[config.mk]
export PLATFORM = sky130hd
export DESIGN_NAME = edr_ctrl
export DESIGN_NICKNAME = d
export VERILOG_FILES = /design/src/pkg/edr_pkg.sv /design/src/rtl/edr_ctrl.sv /design/src/rtl/edr_refresh_timer.sv
export SDC_FILE = /design/constraint.sdc
export NUM_CORES = 1
export LEC_CHECK = 0
export BUFFER_PORTS_ARGS = -buffer_cell sky130_fd_sc_hd__clkbuf_2
export CAP_MARGIN = 10
export CORE_UTILIZATION = 56
export CTS_BUF_LIST = sky130_fd_sc_hd__clkbuf_16
export CTS_CLUSTER_DIAMETER = 120
export CTS_CLUSTER_SIZE = 16
export DETAILED_ROUTE_END_ITERATION = 12
export PLACE_DENSITY = 0.8
export SETUP_SLACK_MARGIN = 0.4
export SLEW_MARGIN = 20
export SYNTH_ARGS = -nofsm -noshare
export SYNTH_HDL_FRONTEND = slang
export SYNTH_SLANG_ARGS = --single-unit
[constraint.sdc]
create_clock -name CLK_SYS -period 9.9 [get_ports CLK_SYS]
set_input_delay 0.495 -clock CLK_SYS [delete_from_list [all_inputs] [get_ports CLK_SYS]]
set_output_delay 0.495 -clock CLK_SYS [all_outputs]
set_load 0.02 [all_outputs]
[src/pkg/edr_pkg.sv]
/*
  Shared constants and types for the extended_data_out memory controller.
  Assumes one 25 MHz system clock and a 1M x 16 memory with ten address pins.
*/
package edr_pkg;

  ////////////////////////////////////////////////////////////////////////////
  // Clock and memory geometry
  localparam int CLK_NS      = 40;
  localparam int ADDR_W      = 10;
  localparam int DATA_W      = 16;
  localparam int ROW_LSB     = 10;
  localparam int REF_ROWS    = 1024;
  localparam int WAKE_CYCLES = 8;

  ////////////////////////////////////////////////////////////////////////////
  // Strobe timing, slowest speed grade
  localparam int T_RP_NS    = 40;
  localparam int T_RAS_NS   = 60;
  localparam int T_RCD_NS   = 14;
  localparam int T_RAC_NS   = 60;
  localparam int T_CSR_NS   = 5;
  localparam int T_RPS_NS   = 104;
  localparam int T_RASS_US  = 100;
  localparam int T_INIT_US  = 200;
  localparam int T_REF_MS   = 16;

  // Least times round up, never below one cycle
  function automatic int cyc_up(input int ns);
    return (ns <= 0) ? 1 : (ns + CLK_NS - 1) / CLK_NS;
  endfunction

  localparam int RP_CYC   = cyc_up(T_RP_NS);
  localparam int RAS_CYC  = cyc_up(T_RAS_NS);
  localparam int RCD_CYC  = cyc_up(T_RCD_NS);
  localparam int COL_CYC  = cyc_up(T_RAC_NS - RCD_CYC * CLK_NS);
  localparam int CSR_CYC  = cyc_up(T_CSR_NS);
  localparam int RPS_CYC  = cyc_up(T_RPS_NS);
  localparam int RASS_CYC = cyc_up(T_RASS_US * 1000);
  localparam int INIT_CYC = cyc_up(T_INIT_US * 1000);
  // Longest interval rounds down
  localparam int REFI_CYC = (T_REF_MS * 1000000 / REF_ROWS) / CLK_NS;

  ////////////////////////////////////////////////////////////////////////////
  // Types
  typedef enum {
    S_PWR, S_IDLE, S_ROW, S_COL, S_PRE, S_RCAS, S_RRAS, S_RPRE, S_SELF, S_SEXIT
  } edr_state_t;

  typedef struct packed {
    logic ras_n;
    logic lower_column_strobe_n;
    logic upper_column_strobe_n;
    logic we_n;
    logic oe_n;
  } edr_strobe_t;

  localparam edr_strobe_t STRB_IDLE = 5'h1F;

  typedef struct packed {
    logic              write;
    logic [1:0]        be;
    logic [19:0]       addr;
    logic [DATA_W-1:0] wdata;
  } edr_req_t;

endpackage

[src/rtl/edr_ctrl.sv]
/*
  Host-side controller for an asynchronous 16-bit extended_data_out memory.
  Assumes synchronous user requests and data_lines sampled on CLK_SYS.
*/
module edr_ctrl #(
  parameter int INIT_CYC = edr_pkg::INIT_CYC
) (
  // Clock and reset
  input  wire logic                          CLK_SYS,
  input  wire logic                          RST_B,
  // User request
  input  wire logic                          REQ_VALID,
  input  wire edr_pkg::edr_req_t             REQ,
  output logic                               REQ_READY,
  output logic                               RD_VALID,
  output logic [edr_pkg::DATA_W-1:0]         RD_DATA,
  // Power management
  input  wire logic                          SELF_REFRESH_REQ,
  output logic                               SELF_REFRESH_ACT,
  output logic                               INIT_DONE,
  // Memory pins
  output logic                               ROW_STROBE_N,
  output logic                               LOWER_COLUMN_STROBE_N,
  output logic                               UPPER_COLUMN_STROBE_N,
  output logic                               WRITE_STROBE_N,
  output logic                               OUTPUT_GATE_N,
  output logic [edr_pkg::ADDR_W-1:0]         MEM_ADDR,
  input  wire logic [edr_pkg::DATA_W-1:0]    DATA_LINES_I,
  output logic [edr_pkg::DATA_W-1:0]         DATA_LINES_O,
  output logic                               DATA_LINES_OE
);

  localparam int CW   = 16;
  localparam int RP   = edr_pkg::RP_CYC;
  localparam int RASS = edr_pkg::RASS_CYC;
  localparam int WAKE = edr_pkg::WAKE_CYCLES;
  localparam int REFI = edr_pkg::REFI_CYC;

  if (INIT_CYC < 1 || INIT_CYC >= 2 ** CW || edr_pkg::COL_CYC < 1) begin : g_chk
    $error("edr_ctrl: bad timing parameters");
  end

  edr_pkg::edr_state_t  st_q, st_d;
  edr_pkg::edr_strobe_t strb_q;
  edr_pkg::edr_req_t    req_q, src;
  logic [CW-1:0]        cnt_q;
  logic [3:0]           wake_q;
  logic                 self_q, init_q, ready_q, need, due, overdue;
  logic                 take, reload, ref_ack, ref_clr;
  logic [edr_pkg::ADDR_W-1:0] addr_q;
  logic [edr_pkg::DATA_W-1:0] dout_q, rd_q;
  logic                 oe_q, rdv_q, sact_q;

  function automatic logic last(input logic [CW-1:0] c, input int n);
    return c == CW'(n - 1);
  endfunction

  // Early write only: gate high on writes, low on reads
  function automatic edr_pkg::edr_strobe_t strobe_of(input edr_pkg::edr_state_t s,
                                                     input edr_pkg::edr_req_t r);
    edr_pkg::edr_strobe_t v;
    v = edr_pkg::STRB_IDLE;
    case (s)
      edr_pkg::S_ROW: begin
        v.ras_n = 1'b0;
      end
      edr_pkg::S_COL: begin
        v.ras_n  = 1'b0;
        v.lower_column_strobe_n = !r.be[0];
        v.upper_column_strobe_n = !r.be[1];
        v.we_n   = !r.write;
        v.oe_n   = r.write;
      end
      edr_pkg::S_RCAS: begin
        v.lower_column_strobe_n = 1'b0;
        v.upper_column_strobe_n = 1'b0;
      end
      edr_pkg::S_RRAS, edr_pkg::S_SELF: begin
        v.ras_n  = 1'b0;
        v.lower_column_strobe_n = 1'b0;
        v.upper_column_strobe_n = 1'b0;
      end
      default: begin
      end
    endcase
    return v;
  endfunction

  ////////////////////////////////////////////////////////////////////////////
  // Sequencer
  assign need = (wake_q != 4'h0) || due || overdue || (SELF_REFRESH_REQ && init_q);
  assign take = (st_q == edr_pkg::S_IDLE) && ready_q && REQ_VALID;
  assign src  = take ? REQ : req_q;

  always_comb begin
    st_d = st_q;
    case (st_q)
      edr_pkg::S_PWR:   if (last(cnt_q, INIT_CYC)) st_d = edr_pkg::S_RCAS;
      edr_pkg::S_IDLE: begin
        if (take) begin
          st_d = edr_pkg::S_ROW;
        end else if (need) begin
          st_d = edr_pkg::S_RCAS;
        end
      end
      edr_pkg::S_ROW:   if (last(cnt_q, edr_pkg::RCD_CYC)) st_d = edr_pkg::S_COL;
      edr_pkg::S_COL:   if (last(cnt_q, edr_pkg::COL_CYC)) st_d = edr_pkg::S_PRE;
      edr_pkg::S_PRE:   if (last(cnt_q, RP)) st_d = edr_pkg::S_IDLE;
      edr_pkg::S_RCAS:  if (last(cnt_q, edr_pkg::CSR_CYC)) st_d = edr_pkg::S_RRAS;
      edr_pkg::S_RRAS: begin
        if (last(cnt_q, edr_pkg::RAS_CYC)) begin
          st_d = self_q ? edr_pkg::S_SELF : edr_pkg::S_RPRE;
        end
      end
      edr_pkg::S_RPRE:  if (last(cnt_q, RP)) st_d = edr_pkg::S_IDLE;
      edr_pkg::S_SELF: begin
        if (!SELF_REFRESH_REQ && cnt_q >= CW'(RASS - 1)) st_d = edr_pkg::S_SEXIT;
      end
      edr_pkg::S_SEXIT: if (last(cnt_q, edr_pkg::RPS_CYC)) st_d = edr_pkg::S_IDLE;
      default:          st_d = edr_pkg::S_IDLE;
    endcase
  end

  always_ff @(posedge CLK_SYS) begin
    if (!RST_B) begin
      st_q  <= edr_pkg::S_PWR;
      cnt_q <= '0;
    end else begin
      st_q  <= st_d;
      cnt_q <= (st_d != st_q) ? '0 : ((&cnt_q) ? cnt_q : cnt_q + CW'(1));
    end
  end

  ////////////////////////////////////////////////////////////////////////////
  // Wake-up, self refresh and readiness
  assign reload  = (st_q == edr_pkg::S_IDLE) && (st_d == edr_pkg::S_RCAS) && overdue;
  assign ref_ack = (st_q == edr_pkg::S_RPRE) && (st_d == edr_pkg::S_IDLE);
  assign ref_clr = reload || ((st_q == edr_pkg::S_SEXIT) && (st_d == edr_pkg::S_IDLE));

  always_ff @(posedge CLK_SYS) begin
    if (!RST_B) begin
      wake_q <= 4'h0;
      init_q <= 1'b0;
    end else if ((st_q == edr_pkg::S_PWR && st_d != edr_pkg::S_PWR) || reload) begin
      wake_q <= 4'(WAKE);
      init_q <= 1'b0;
    end else if (ref_ack && wake_q != 4'h0) begin
      wake_q <= wake_q - 4'h1;
      init_q <= (wake_q == 4'h1);
    end
  end

  always_ff @(posedge CLK_SYS) begin
    if (!RST_B) begin
      self_q <= 1'b0;
    end else if (st_q == edr_pkg::S_IDLE && st_d == edr_pkg::S_RCAS) begin
      self_q <= SELF_REFRESH_REQ && init_q && !overdue && (wake_q == 4'h0);
    end else if (st_q == edr_pkg::S_SEXIT) begin
      self_q <= 1'b0;
    end
  end

  always_ff @(posedge CLK_SYS) begin
    if (!RST_B) begin
      ready_q <= 1'b0;
    end else begin
      ready_q <= (st_q == edr_pkg::S_IDLE) && (st_d == edr_pkg::S_IDLE) && init_q && !need;
    end
  end

  edr_refresh_timer #(
    .REFI_CYC (REFI),
    .ROWS     (edr_pkg::REF_ROWS)
  ) u_timer (
    .clk_sys  (CLK_SYS),
    .rst_b    (RST_B),
    .run      (init_q && !self_q),
    .ack      (ref_ack),
    .clr      (ref_clr),
    .due      (due),
    .overdue  (overdue)
  );

  ////////////////////////////////////////////////////////////////////////////
  // Pins, registered from the next state
  always_ff @(posedge CLK_SYS) begin
    if (!RST_B) begin
      strb_q <= edr_pkg::STRB_IDLE;
      sact_q <= 1'b0;
    end else begin
      strb_q <= strobe_of(st_d, src);
      sact_q <= (st_d == edr_pkg::S_SELF);
    end
  end

  always_ff @(posedge CLK_SYS) begin
    if (!RST_B) begin
      req_q  <= '0;
      addr_q <= '0;
      dout_q <= '0;
      oe_q   <= 1'b0;
    end else begin
      if (take) req_q <= REQ;
      if (st_d == edr_pkg::S_ROW) addr_q <= src.addr[edr_pkg::ROW_LSB +: edr_pkg::ADDR_W];
      if (st_d == edr_pkg::S_COL) addr_q <= src.addr[edr_pkg::ADDR_W-1:0];
      dout_q <= src.wdata;
      oe_q   <= (st_d == edr_pkg::S_COL) && src.write;
    end
  end

  // Sampled on the edge that raises the column strobes
  always_ff @(posedge CLK_SYS) begin
    if (!RST_B) begin
      rd_q  <= '0;
      rdv_q <= 1'b0;
    end else begin
      rdv_q <= (st_q == edr_pkg::S_COL) && (st_d != edr_pkg::S_COL) && !req_q.write;
      if ((st_q == edr_pkg::S_COL) && (st_d != edr_pkg::S_COL) && !req_q.write) begin
        rd_q <= DATA_LINES_I;
      end
    end
  end

  assign ROW_STROBE_N          = strb_q.ras_n;
  assign LOWER_COLUMN_STROBE_N = strb_q.lower_column_strobe_n;
  assign UPPER_COLUMN_STROBE_N = strb_q.upper_column_strobe_n;
  assign WRITE_STROBE_N        = strb_q.we_n;
  assign OUTPUT_GATE_N         = strb_q.oe_n;
  assign MEM_ADDR              = addr_q;
  assign DATA_LINES_O          = dout_q;
  assign DATA_LINES_OE         = oe_q;
  assign REQ_READY             = ready_q;
  assign RD_VALID              = rdv_q;
  assign RD_DATA               = rd_q;
  assign INIT_DONE             = init_q;
  assign SELF_REFRESH_ACT      = sact_q;

  ////////////////////////////////////////////////////////////////////////////
  // Checks
  logic [CW-1:0] since_q, gap_q, sc_q;
  logic [3:0]    wref_q;
  logic          ref_fall;

  assign ref_fall = !strb_q.ras_n && !strb_q.lower_column_strobe_n &&
                    (st_q == edr_pkg::S_RRAS) && cnt_q == '0;

  always_ff @(posedge CLK_SYS) begin
    if (!RST_B) begin
      since_q <= '0;
      gap_q   <= '0;
      sc_q    <= '0;
      wref_q  <= 4'h0;
    end else begin
      since_q <= (&since_q) ? since_q : since_q + CW'(1);
      gap_q   <= (ref_fall || !init_q || sact_q) ? '0 : gap_q + CW'(1);
      sc_q    <= !sact_q ? '0 : ((&sc_q) ? sc_q : sc_q + CW'(1));
      wref_q  <= init_q ? 4'h0 : (ref_fall ? wref_q + 4'h1 : wref_q);
    end
  end
endmodule

[src/rtl/edr_refresh_timer.sv]
/*
  Refresh interval timer with a count of owed refresh cycles.
  Assumes the sequencer acks each completed refresh and clears on an overdue wake-up reload and after self-refresh exit.
*/
module edr_refresh_timer #(
  parameter int REFI_CYC = edr_pkg::REFI_CYC,
  parameter int ROWS     = edr_pkg::REF_ROWS
) (
  // Clock and reset
  input  wire logic clk_sys,
  input  wire logic rst_b,
  // Control
  input  wire logic run,
  input  wire logic ack,
  input  wire logic clr,
  // Status
  output logic      due,
  output logic      overdue
);

  localparam int TW = $clog2(REFI_CYC + 1);
  localparam int OW = $clog2(ROWS + 1);

  if (REFI_CYC < 2 || ROWS < 1) begin : g_chk
    $error("edr_refresh_timer: bad parameters");
  end

  logic [TW-1:0] tick_q;
  logic [OW-1:0] owed_q;
  logic          tick;
  logic          inc;
  logic          dec;

  assign tick = run && (tick_q == TW'(REFI_CYC - 1));
  assign inc  = tick && (owed_q != OW'(ROWS));
  assign dec  = ack && (owed_q != '0);

  always_ff @(posedge clk_sys) begin
    if (!rst_b || !run || tick) begin
      tick_q <= '0;
    end else begin
      tick_q <= tick_q + TW'(1);
    end
  end

  // A tick and an ack together cancel, so no owed cycle is lost
  always_ff @(posedge clk_sys) begin
    if (!rst_b || clr) begin
      owed_q <= '0;
    end else if (inc && !dec) begin
      owed_q <= owed_q + OW'(1);
    end else if (dec && !inc) begin
      owed_q <= owed_q - OW'(1);
    end
  end

  assign due     = (owed_q != '0);
  assign overdue = (owed_q == OW'(ROWS));

endmodule

==> impl_metrics.env <==
export IMPL_skew_ns=0.0199
export IMPL_path_class="flop to flop"
export IMPL_mostFrequentLayoutCell="dfxtp_1"
export IMPL_postCtsHoldBufs=0
export IMPL_ctsResizeCount=0
export IMPL_clk_path_buf_depth=2
export IMPL_fin_nets=899
export IMPL_avgSynthCellArea_um2=9.05
export IMPL_ant_nets=0
export IMPL_reg2reg_slack_ns=4.29
export IMPL_finalSetupViolCount=0
export IMPL_wl_per_cell_um=14.7
export IMPL_gr_usage_met3=0.0693
export IMPL_timing_max_slew_rel_slack=0.382
export IMPL_critPathMaxFanout=22
export IMPL_grt_busiest_layer="met2"
export IMPL_fmax_ghz=0.178
export IMPL_met1_usage=0.288
export IMPL_p_leak_nw=3.13
export IMPL_fin_hold_ws_ns=0.300
export IMPL_dp_slack_ns=4.32
export IMPL_postCtsSetupRepairBufs=0
export IMPL_min_path_cells=3
export IMPL_detail_route_drc_violations=0
export IMPL_syn_to_final_growth_pct=17.8
export IMPL_holdCritStartpoint="REQ[3]"
export IMPL_status="complete, no violations"
export IMPL_postRouteWirelength_um=14300
export IMPL_grt_use_total=0.251
export IMPL_antenna_found_initial=0
export IMPL_grt_ovfl_total=0
export IMPL_p_per_area_nw_per_um2=166
export IMPL_r2r_cells=19
export IMPL_drive_gt1_frac=0.202
export IMPL_critPathRequiredTime_ns=10.18
export IMPL_cp_start_kind="flop"
export IMPL_synth_seq_area_share=0.462
export IMPL_cts_reportedPaths_clkPinSlew_ns=0.07
export IMPL_hold_viol=0
export IMPL_grt_pass1_wl_um=23200
export IMPL_portBuffers=110
export IMPL_dp_cells=941
export IMPL_h_tree_depth=4
export IMPL_drv_slew=0
export IMPL_dieHeight_um=109
export IMPL_cp_end_kind="flop"
export IMPL_synthCells=708
export IMPL_drt_first_pass_iters=5
export IMPL_synth_edf_count=0
export IMPL_ir_drop_v=0.000167
export IMPL_initial_utilization=0.583
export IMPL_numCtsBuffers=17
export IMPL_grt_pass1_vias=5259
export IMPL_timing_rr_end="u_timer.owed_q[9]"
export IMPL_fin_crit_ns=5.61
export IMPL_drv_cap=0
export IMPL_num_fill_cells=860
export IMPL_antennaDiodeCount=0
export IMPL_clkLatencyLatePin_ns=0.43
export IMPL_synth_area_um2=6410
export IMPL_rows=38
export IMPL_viasPerCell=5.48
export IMPL_dieArea_um2=11900
export IMPL_netlist_cell_type_count=67
export IMPL_synthArstFlopShare=0
export IMPL_synth_seq_cells=148
export IMPL_num_io_pins=111
export IMPL_place_congestion=0.864
export IMPL_layout_common_cells="148 x dfxtp_1, 110 x clkbuf_2, 100 x nand2_1"
export IMPL_coreArea_um2=11000
export IMPL_timing_rr_start="st_q[15]"
export IMPL_dp_hpwl_um=9980
export IMPL_clock_sinks=148
export IMPL_stdcell_count=973
export IMPL_vias=5329
export IMPL_fin_util=0.687
export IMPL_timing_final_ws_setup_ns=4.29
export IMPL_met2_usage=0.425
export IMPL_die_w_um=109
export IMPL_tightestPinTransition_ns=0.925
export IMPL_tns_ns=0
export IMPL_fin_crit_sh=0.567
export IMPL_yosysWarnings=0
export IMPL_min_to="DATA_LINES_O[3]"
export IMPL_clockRootBuffer="clkbuf_16"
export IMPL_first_iter_violations=427
export IMPL_min_path_type="input pin to flop"
export IMPL_grt_max_degree=37
export IMPL_grt_setup_unrepaired="no"
export IMPL_cts_tree="built"
export IMPL_crit_arrival_ns=5.89
export IMPL_synth_flop_cell="dfxtp_1"
==> power breakdown <==
group / leakage, nW / internal [mW] / switching (mW)
combinational: 1.64 / 0.0101 / 0.0139
sequential: 1.20 / 0.602 / 0.00220
clock: 0.285 / 0.373 / 0.254
total: 3.13 / 0.985 / 0.270
==> flip-flops by register name (all words and copies together), names as in the netlist, 4 cells and up <==
| signal | cells |
|---|---|
| req_q | 23 |
| wake_q | 4 |
| MEM_ADDR | 10 |
| u_timer.tick_q | 9 |
| RD_DATA | 16 |
| u_timer.owed_q | 11 |
| cnt_q | 16 |
| st_q | 32 |
| DATA_LINES_O | 16 |
==> through the flow <==
step / instance area (um2) / power [mW]
after floorplan: 6510 / 0.626
after detailed placement: 6970 / 0.641
after CTS: 7550 / 1.26
after global placement: 6970 / 0.640
final: 7550 / 1.25
after global routing: 7550 / 1.29
==> synth_stat cells (all sizes together), types with 7 or more instances <==
| cell type | instances | area share |
|---|---|---|
| inv | 12 | 0.0070 |
| nand3 | 34 | 0.027 |
| a21oi | 55 | 0.043 |
| nand4 | 10 | 0.0098 |
| xor2 | 21 | 0.029 |
| or4 | 7 | 0.010 |
| nand2 | 100 | 0.059 |
| ha | 19 | 0.037 |
| buf | 26 | 0.034 |
| mux2i | 33 | 0.052 |
| xnor2 | 11 | 0.015 |
| nor2 | 79 | 0.050 |
| dfxtp | 148 | 0.46 |
| clkbuf | 22 | 0.013 |
| o21ai | 22 | 0.019 |
| nor4 | 13 | 0.014 |
| nor3 | 16 | 0.015 |
==> worst max-delay path by stage <==
stage	from	end	slack [ns]
2_1_floorplan	st_q[15]	u_timer.owed_q[9]	5.00
3_3_place_gp	st_q[15]	u_timer.owed_q[9]	4.43
3_5_place_dp	st_q[15]	u_timer.owed_q[9]	4.32
4_1_cts	st_q[15]	u_timer.owed_q[9]	4.31
5_1_grt	st_q[15]	u_timer.owed_q[9]	3.98
6_report	st_q[15]	u_timer.owed_q[9]	4.29
==> routing by layer <==
layer / share of wire / wire length, um
met1: 0.42 / 5950
met2: 0.50 / 7180
met3: 0.056 / 795
met4: 0.024 / 347
met5: 0 / 0
==> critical path, cell delays in order (launching register included) <==
cell and delay, ns:
dfxtp_1 0.29, or4_1 0.55, or4_4 0.54, or2_1 0.38
a221oi_2 0.31, nor4b_4 0.07, buf_4 0.25, nand4b_1 0.25
or4_1 0.51, ha_1 0.20, inv_1 0.30, ha_1 0.31
a21o_1 0.18, a21o_1 0.20, a211oi_1 0.30, o21ai_0 0.14
a21o_1 0.21, a21oi_1 0.18, mux2i_1 0.21, a21oi_1 0.08
==> cells by family after synthesis <==
family                   after synthesis  synth area share
buffers and inverters                 61            0.0541
AO/OA/AOI/OAI                        109             0.108
flip-flops                           148             0.462
other                                  1          0.000585
AND/OR/NAND/NOR                      303             0.237
adder cells (fa/ha/maj)               21            0.0418
XOR/XNOR                              32            0.0437
multiplexers                          33            0.0516
==> final cells by class <==
class	instances	area, um2	share of cell area
inverters	13	48.8	0.00646
clock buffers	17	425	0.0563
multi-input cells	526	3200	0.424
clock inverters	15	158	0.0209
flip-flops and latches	148	2960	0.392
well taps	140	175	0.0232
repair buffers	114	581	0.0769
Power figures use the tool's default switching activity.
